**src/msb_pkg.sv**
```systemverilog
// ==========================================================================
// Shared constants and types of the mailbox and semaphore bank
package msb_pkg;

  // ========================================================================
  // Widths and counts
  localparam int ADDR_W = 12;
  localparam int DATA_W = 32;
  localparam int BYTES_W = 4;
  localparam int NUM_MBOX = 4;
  localparam int NUM_SLOT = 8;
  localparam int SLOTS_PER_REG = 4;
  localparam int NUM_VME_LINE = 7;
  localparam int NUM_LOC_LINE = 8;

  // ========================================================================
  // Register offsets (byte addresses)
  localparam logic [11:0] OFS_VME_ROUTE = 12'h344;
  localparam logic [11:0] OFS_SEM_HIGH = 12'h350;
  localparam logic [11:0] OFS_SEM_LOW = 12'h358;
  localparam logic [11:0] OFS_MAILBOX_WORD_0 = 12'h360;
  localparam logic [11:0] OFS_MAILBOX_WORD_1 = 12'h364;
  localparam logic [11:0] OFS_MAILBOX_WORD_2 = 12'h368;
  localparam logic [11:0] OFS_MAILBOX_WORD_3 = 12'h36C;
  localparam logic [11:0] OFS_PCI_ROUTE = 12'h370;
  localparam logic [11:0] OFS_LOC_EN = 12'h374;

  // ========================================================================
  // Field layout and reset values
  localparam int ROUTE_W = 3;
  localparam int ROUTE_STRIDE = 4;
  localparam int LOCK_BIT = 7;
  localparam int TAG_W = 7;
  localparam logic [2:0] ROUTE_OFF = 3'h0;
  localparam logic [15:0] ROUTE_MASK = 16'h7777;
  localparam logic [DATA_W-1:0] RST_WORD = 32'h0000_0000;

  // ========================================================================
  // Decoded register select
  typedef enum logic [3:0] {
    SEL_NONE = 4'h0,
    SEL_VROUTE = 4'h1,
    SEL_SEMHI = 4'h2,
    SEL_SEMLO = 4'h3,
    SEL_MB0 = 4'h4,
    SEL_MB1 = 4'h5,
    SEL_MB2 = 4'h6,
    SEL_MB3 = 4'h7,
    SEL_PROUTE = 4'h8,
    SEL_LOCEN = 4'h9
  } msb_sel_t;

  // ========================================================================
  // Whole state of the bank
  typedef struct packed {
    logic [NUM_MBOX-1:0][DATA_W-1:0] mbox;
    logic [NUM_SLOT-1:0][7:0] sem;
    logic [15:0] vroute;
    logic [15:0] proute;
    logic [NUM_MBOX-1:0] loc_en;
    logic [DATA_W-1:0] rdata;
    logic [NUM_VME_LINE:1] vme_irq;
    logic [NUM_LOC_LINE-1:0] loc_irq;
  } msb_state_t;

endpackage

```
**src/msb_top.sv**
```systemverilog
// Our own choice: the plain strobed port.
`timescale 1ns/10ps
// ==========================================================================
module msb_top #(
  parameter int ADDR_W = msb_pkg::ADDR_W
) (
  // Clock and reset
  input wire logic CLK_SYS,
  input wire logic ARST_N,
  // Register port
  input wire logic [ADDR_W-1:0] REG_ADDR,
  input wire logic [msb_pkg::DATA_W-1:0] REG_WDATA,
  input wire logic [msb_pkg::BYTES_W-1:0] REG_BYTE_EN,
  input wire logic REG_WR,
  input wire logic REG_RD,
  output logic [msb_pkg::DATA_W-1:0] REG_RDATA,
  // Request lines, one-cycle pulses
  output logic [msb_pkg::NUM_VME_LINE:1] VME_IRQ_PULSE,
  output logic [msb_pkg::NUM_LOC_LINE-1:0] LOCAL_IRQ_PULSE
);
  import msb_pkg::*;

  // ========================================================================
  // Elaboration checks
  // The highest offset needs ten address bits; ports over twelve bits would alias
  if (ADDR_W < 10 || ADDR_W > 12) begin : g_bad_addr
    $error("msb_top: ADDR_W must lie between 10 and 12");
  end

  // ========================================================================
  // Helper functions
  // Address to register select
  function automatic msb_sel_t reg_sel(input logic [11:0] a);
    case (a)
      OFS_VME_ROUTE: return SEL_VROUTE;
      OFS_SEM_HIGH: return SEL_SEMHI;
      OFS_SEM_LOW: return SEL_SEMLO;
      OFS_MAILBOX_WORD_0: return SEL_MB0;
      OFS_MAILBOX_WORD_1: return SEL_MB1;
      OFS_MAILBOX_WORD_2: return SEL_MB2;
      OFS_MAILBOX_WORD_3: return SEL_MB3;
      OFS_PCI_ROUTE: return SEL_PROUTE;
      OFS_LOC_EN: return SEL_LOCEN;
      default: return SEL_NONE;
    endcase
  endfunction

  // Byte-lane merge of old and new word
  function automatic logic [DATA_W-1:0] merge(input logic [DATA_W-1:0] old_w,
                                              input logic [DATA_W-1:0] new_w,
                                              input logic [BYTES_W-1:0] be);
    logic [DATA_W-1:0] res;
    res = old_w;
    for (int b = 0; b < BYTES_W; b++) begin
      if (be[b]) begin
        res[b*8 +: 8] = new_w[b*8 +: 8];
      end
    end
    return res;
  endfunction

  // ========================================================================
  // Declarations
  msb_state_t st_q;
  msb_state_t st_d;
  msb_sel_t sel;
  logic [3:0] mb_hit;
  logic [NUM_SLOT-1:0] sem_wr;
  logic [NUM_SLOT-1:0][7:0] sem_nxt;
  logic [NUM_VME_LINE:1] vme_hit;
  logic [NUM_LOC_LINE-1:0] loc_hit;

  // Decode once, shared by write and read paths
  assign sel = reg_sel(12'(REG_ADDR));

  // Mailbox write events, regardless of byte lanes
  always_comb begin
    for (int i = 0; i < NUM_MBOX; i++) begin
      mb_hit[i] = REG_WR && (sel == msb_sel_t'(SEL_MB0 + 4'(i)));
    end
  end

  // ========================================================================
  // Semaphore slots
  for (genvar k = 0; k < NUM_SLOT; k++) begin : g_slot
    // Slots 0-3 in the low register, 4-7 in the high, lowest byte first
    assign sem_wr[k] = REG_WR && REG_BYTE_EN[k % SLOTS_PER_REG]
                       && (sel == ((k < SLOTS_PER_REG) ? SEL_SEMLO : SEL_SEMHI));
    msb_sem_slot u_slot (
      .cur_byte(st_q.sem[k]),
      .wr_en(sem_wr[k]),
      .wr_byte(REG_WDATA[(k % SLOTS_PER_REG)*8 +: 8]),
      .nxt_byte(sem_nxt[k])
    );
  end

  // ========================================================================
  // Event routing
  msb_irq_route u_route (
    .mb_hit(mb_hit),
    .vme_route(st_q.vroute),
    .pci_route(st_q.proute),
    .loc_en(st_q.loc_en),
    .vme_line(vme_hit),
    .loc_line(loc_hit)
  );

  // ========================================================================
  // Next state
  // Read data only lives one cycle, so it returns to zero otherwise
  always_comb begin
    st_d = st_q;
    st_d.rdata = RST_WORD;
    st_d.vme_irq = vme_hit;
    st_d.loc_irq = loc_hit;
    st_d.sem = sem_nxt;
    if (REG_WR) begin
      case (sel)
        // Upper half is all reserved, so it is cut off on purpose
        SEL_VROUTE: st_d.vroute = 16'(merge(32'(st_q.vroute), REG_WDATA, REG_BYTE_EN)
                                      & 32'(ROUTE_MASK));
        SEL_PROUTE: st_d.proute = 16'(merge(32'(st_q.proute), REG_WDATA, REG_BYTE_EN)
                                      & 32'(ROUTE_MASK));
        SEL_LOCEN: begin
          if (REG_BYTE_EN[0]) begin
            st_d.loc_en = REG_WDATA[NUM_MBOX-1:0];
          end
        end
        SEL_MB0, SEL_MB1, SEL_MB2, SEL_MB3: begin
          st_d.mbox[sel[1:0]] = merge(st_q.mbox[sel[1:0]], REG_WDATA, REG_BYTE_EN);
        end
        default: begin
        end
      endcase
    end
    // Unmapped addresses read as zero
    if (REG_RD) begin
      case (sel)
        SEL_VROUTE: st_d.rdata = 32'(st_q.vroute);
        SEL_PROUTE: st_d.rdata = 32'(st_q.proute);
        SEL_LOCEN: st_d.rdata = 32'(st_q.loc_en);
        SEL_SEMLO: st_d.rdata = st_q.sem[3:0];
        SEL_SEMHI: st_d.rdata = st_q.sem[7:4];
        SEL_MB0, SEL_MB1, SEL_MB2, SEL_MB3: st_d.rdata = st_q.mbox[sel[1:0]];
        default: st_d.rdata = RST_WORD;
      endcase
    end
  end

  // ========================================================================
  // State register
  // Everything clears at reset, so every route masks until programmed
  always_ff @(posedge CLK_SYS or negedge ARST_N) begin
    if (!ARST_N) begin
      st_q <= '0;
    end else begin
      st_q <= st_d;
    end
  end

  // Outputs straight from the state register
  assign REG_RDATA = st_q.rdata;
  assign VME_IRQ_PULSE = st_q.vme_irq;
  assign LOCAL_IRQ_PULSE = st_q.loc_irq;
endmodule // msb_top

```
**src/msb_sem_slot.sv**
```systemverilog
`timescale 1ns/10ps
// ==========================================================================
// One semaphore slot: lock bit over a 7-bit owner tag
module msb_sem_slot (
  // Current slot value and bus byte
  input wire logic [7:0] cur_byte,
  input wire logic wr_en,
  input wire logic [7:0] wr_byte,
  // Value for the next cycle
  output logic [7:0] nxt_byte
);
  import msb_pkg::*;

  // Lock bit always writable so any owner can release; tag only while free
  always_comb begin
    nxt_byte = cur_byte;
    if (wr_en) begin
      nxt_byte[LOCK_BIT] = wr_byte[LOCK_BIT];
      if (!cur_byte[LOCK_BIT]) begin
        nxt_byte[TAG_W-1:0] = wr_byte[TAG_W-1:0];
      end
    end
  end

endmodule // msb_sem_slot

```
**src/msb_irq_route.sv**
```systemverilog
`timescale 1ns/10ps
// ==========================================================================
// Steers mailbox write events onto request lines
module msb_irq_route (
  // Mailbox write events
  input wire logic [3:0] mb_hit,
  // Route words and local enables
  input wire logic [15:0] vme_route,
  input wire logic [15:0] pci_route,
  input wire logic [3:0] loc_en,
  // Request lines
  output logic [7:1] vme_line,
  output logic [7:0] loc_line
);
  import msb_pkg::*;

  // Several mailboxes may share one line; their events merge
  always_comb begin
    vme_line = '0;
    loc_line = '0;
    for (int i = 0; i < NUM_MBOX; i++) begin
      if (mb_hit[i] && vme_route[i*ROUTE_STRIDE +: ROUTE_W] != ROUTE_OFF) begin
        vme_line[vme_route[i*ROUTE_STRIDE +: ROUTE_W]] = 1'b1;
      end
      if (mb_hit[i] && loc_en[i]) begin
        loc_line[pci_route[i*ROUTE_STRIDE +: ROUTE_W]] = 1'b1;
      end
    end
  end

endmodule // msb_irq_route

```
**config.mk**
```make
export PLATFORM = sky130hd
export DESIGN_NAME = msb_top
export DESIGN_NICKNAME = d
export VERILOG_FILES = /design/src/msb_pkg.sv /design/src/msb_top.sv /design/src/msb_sem_slot.sv /design/src/msb_irq_route.sv
export SDC_FILE = /design/constraint.sdc
export NUM_CORES = 1
export LEC_CHECK = 0
export BUFFER_PORTS_ARGS = -buffer_cell sky130_fd_sc_hd__buf_2
export CAP_MARGIN = 20
export CORE_UTILIZATION = 30
export CTS_BUF_LIST = sky130_fd_sc_hd__clkbuf_8
export DETAILED_ROUTE_END_ITERATION = 16
export PLACE_DENSITY = 0.44
export SETUP_SLACK_MARGIN = 0.05
export SYNTH_ARGS = -nofsm -noshare
export SYNTH_HDL_FRONTEND = slang
export SYNTH_SLANG_ARGS = --single-unit
```
**constraint.sdc**
```tcl
create_clock -name CLK_SYS -period 1.6 [get_ports CLK_SYS]
set_input_delay 0.24 -clock CLK_SYS [delete_from_list [all_inputs] [get_ports CLK_SYS]]
set_output_delay 0.24 -clock CLK_SYS [all_outputs]
set_load 0.02 [all_outputs]
```
==> out/summary.json <==
{
  "dr_drc_count": {"value": 0},
  "clock_sink_count": {"value": 267},
  "insertedDiodeCount": {"value": 0},
  "grt_antenna_before_repair": {"value": 0},
  "pin_count": {"value": 99},
  "synthDistinctLibCells": {"value": 70},
  "failed_checks": {"value": "setup timing"},
  "worst-endpoint-arrival": {"value": 2330, "unit": "ps"},
  "timing.critical_path.from": {"value": "REG_ADDR[0]"},
  "crit_cells": {"value": 7},
  "timing.slew.headroom": {"value": 65.8, "unit": "%"},
  "postLayoutSetupSlackWorst": {"value": -190, "unit": "ps"},
  "initial_core_utilization": {"value": 30.5, "unit": "%"},
  "drtIter0Drc": {"value": 739},
  "worst_ir_drop_vdd": {"value": 0.000530, "unit": "V"},
  "post_synth_inst_count": {"value": 1267},
  "crit_path_cell_trace": {"value": "buf_6, or4b_4, buf_6, or3_4, a2111o_1, o32a_1, o21ai_2"},
  "rrSetupSlack": {"value": 210, "unit": "ps"},
  "grtUsageTotal": {"value": 21.3, "unit": "%"},
  "fraction_of_final_layout_cells_sized_beyond_drive_strength_1": {"value": 46.4, "unit": "%"},
  "postSynthNetCount": {"value": 1319},
  "worstMarginPinSlew": {"value": 513, "unit": "ps"},
  "synth_warnings": {"value": 0},
  "max_clk_rate": {"value": 559, "unit": "MHz"},
  "post-dp-hpwl": {"value": 32.9, "unit": "mm"},
  "worst-path-max-fanout": {"value": 7},
  "vias_per_cell": {"value": 5.29},
  "finalCritPeriodShare": {"value": 112, "unit": "%"},
  "multiInputGateArea": {"value": 7290, "unit": "µm²"},
  "final_antenna_net_count": {"value": 0},
  "worst_path_largest_cell_delay": {"value": 620, "unit": "ps"},
  "grt_pass1_wl": {"value": 71.4, "unit": "mm"},
  "cts_bufs_inserted": {"value": 49},
  "crit_end": {"value": "REG_RDATA[1]"},
  "cp-start-kind": {"value": "primary input"},
  "r2r_cells": {"value": 4},
  "power_leakage": {"value": 8.34, "unit": "nW"},
  "wl": {"value": 48.7, "unit": "mm"},
  "mostFrequentLayoutCell": {"value": "dfrtp_1"},
  "finalClockSkew": {"value": 17.4, "unit": "ps"},
  "clock_tree.htree_level_count": {"value": 2},
  "critPathRequiredTime": {"value": 2140, "unit": "ps"},
  "avg_synthesized_cell_area": {"value": 10.4, "unit": "µm²"},
  "number_of_cells_in_the_finished_layout_apart_from_fillers": {"value": 2161},
  "number_of_enable_flip_flop_cells_after_synthesis": {"value": 0},
  "detailroute.via_count": {"value": 11438},
  "post_synth_instance_area": {"value": 13200, "unit": "µm²"},
  "outcome": {"value": "finished with violations"},
  "die_width": {"value": 212, "unit": "µm"},
  "grt_setup_unrepaired": {"value": "true"},
  "die_height": {"value": 212, "unit": "µm"},
  "fin_crit": {"value": 1790, "unit": "ps"},
  "worstSetupPathType": {"value": "primary input to register"},
  "first_pass_iters": {"value": 7},
  "placed_area": {"value": 15800, "unit": "µm²"},
  "cpLargestDelayFamily": {"value": "simple AND/OR/NAND/NOR gates"},
  "grt_start_max_net_pins": {"value": 41},
  "fillCellCount": {"value": 4185},
  "report.final.hold_viol_count": {"value": 0},
  "seq_cell_area": {"value": 6680, "unit": "µm²"},
  "max-clock-path-buffers": {"value": 3},
  "fin_area": {"value": 19100, "unit": "µm²"},
  "clkLatencyLatePin": {"value": 630, "unit": "ps"},
  "coreArea": {"value": 43200, "unit": "µm²"},
  "critical_path.reg2reg.endpoint": {"value": "REG_RDATA[1]"},
  "p_per_area": {"value": 757, "unit": "nW/µm²"},
  "sort_of_element_at_the_end_of_the_critical_path": {"value": "register"},
  "die_outline_area": {"value": 44800, "unit": "µm²"},
  "worstPathBufferInverterCount": {"value": 2},
  "maxSlewViolCount": {"value": 0},
  "routed_wire_length_per_instance": {"value": 22.5, "unit": "µm"},
  "share_of_synthesized_area_occupied_by_flip_flops_and_latches": {"value": 50.7, "unit": "%"},
  "most-common-layout-cells": {"value": "dfrtp_1 (267), buf_4 (142), nand2_1 (104)"},
  "regToRegStartpoint": {"value": "st_q[48]"},
  "syn_to_final_growth": {"value": 45.2, "unit": "%"},
  "final_net_count": {"value": 1595},
  "clk_pin_slew": {"value": 60, "unit": "ps"},
  "root_buffer": {"value": "clkbuf_8"},
  "synth_ff_type": {"value": "dfrtp_1"},
  "max_cap_viol_count": {"value": 0},
  "place.port_buffers": {"value": 98},
  "cts_tree": {"value": "built"},
  "rows": {"value": 76},
  "placed_cells": {"value": 2011},
  "gp_congestion": {"value": 0.878},
  "finalSetupViolations": {"value": 125},
  "gr-total-overflow": {"value": 0},
  "synth_seq_cells": {"value": 267},
  "first_global_vias": {"value": 11412},
  "crit_top_cell": {"value": "buf_6"},
  "cp_slowest_cell": {"value": "or4b_4"},
  "worstHoldPathType": {"value": "primary input to register"},
  "async_flop_share": {"value": 100, "unit": "%"}
}
metrics by stage:
step	util (%)	worst slack (ps)	TNS (ps)	hold slack, ps	total power [mW]
5_1_grt	44.3	-165	-8360	50.1	15.1
3_5_place_dp	36.7	-849	-188530	157	7.87
6_report	44.3	-190	-8190	77.3	14.5
2_1_floorplan	-	-655	-100520	-55.6	7.25
3_3_place_gp	36.7	-844	-185560	156	7.87
4_1_cts	41.0	-112	-6060	35.6	14.7
worst reg2reg max path, stage by stage, from the launching register on:
cell and delay [ps]:
dfrtp_1 430, or3_1 360, a21oi_1 150, o32a_1 230, o21ai_2 100
per-layer routing:
metal  vias to the layer above  global-route usage, %  wire length (µm)
met4                         0                   6.35              1410
met2                       298                   34.5             23100
met1                      5820                   29.2             22100
met5                         -                      0                 0
met3                        91                   3.28              2070
li1                       5229                      -                 -
cell usage after synthesis (all sizes together) (3+ instances only):
cell type	number	area share (%)
mux2	108	9.2
nor3b	3	0.17
o21bai	4	0.23
nand2b	31	1.5
o211ai	10	0.57
o22a	7	0.47
nand3b	6	0.34
nor2b	14	0.66
nand2	123	3.5
dfrtp	267	51
inv	11	0.31
a22o	5	0.33
o32a	4	0.30
o2111ai	21	1.4
o32ai	4	0.27
o221ai	29	1.9
o21ai	99	3.8
nor3	36	2.1
nor2	78	2.2
a31oi	27	1.3
o22ai	23	1.1
nand3	15	0.57
a21oi	55	2.1
o31ai	15	0.85
nor4	8	0.43
nand4	7	0.33
a22oi	34	1.9
and2	6	0.28
buf	70	3.5
o221a	6	0.51
or2	5	0.24
a31o	6	0.40
a32oi	10	0.66
clkbuf	63	1.8
mux2i	16	1.2
o311ai	6	0.40
or3	7	0.37
or4b	3	0.26
layout make-up:
cell class / count / area share (%)
sequential: 267 / 34.9
inverter: 12 / 0.235
tap: 585 / 3.82
clock inverter: 22 / 0.654
multi-input combinational: 855 / 38.1
timing repair buffer: 358 / 17.8
clock buffer: 62 / 4.46
report_power, final:
group | internal (mW) | switching (mW)
combinational | 0.428 | 0.671
sequential | 6.78 | 0.0201
clock | 3.62 | 2.98
total | 10.8 | 3.67
flip-flops by register name, summed over array words and instances, names as in the netlist:
register	count
st_q	220
LOCAL_IRQ_PULSE	8
VME_IRQ_PULSE	7
REG_RDATA	32
timing repair:
item,CTS,global route
pin swaps,19,81
buffers inserted,10,10
endpoints found under the hold margin,393,0
setup endpoints to repair,222,244
hold buffers,33,0
resized for setup,84,289
gates cloned,3,14
cells by family (layout without fill, tap and decap cells):
group / after synthesis / count (layout) / share of synthesized area, %
AOI/OAI and AO/OA: 377 / 377 / 19.3
buffers and inverters: 145 / 454 / 5.67
DFF: 267 / 267 / 50.7
muxes: 124 / 124 / 10.4
and+or+nand+nor: 354 / 354 / 13.9
how the worst min path moves through the flow:
stage	cells after the start	to	slack, ps	startpoint
global route	2	st_q[84]	50	REG_WDATA[1]
detailed placement	1	st_q[56]	160	ARST_N
floorplan	0	LOCAL_IRQ_PULSE[0]	-60	ARST_N
CTS	2	st_q[48]	40	REG_WDATA[1]
finish	2	st_q[48]	80	REG_WDATA[1]
global placement	1	st_q[56]	160	ARST_N
No activity file was read; power rests on OpenSTA's default activity.
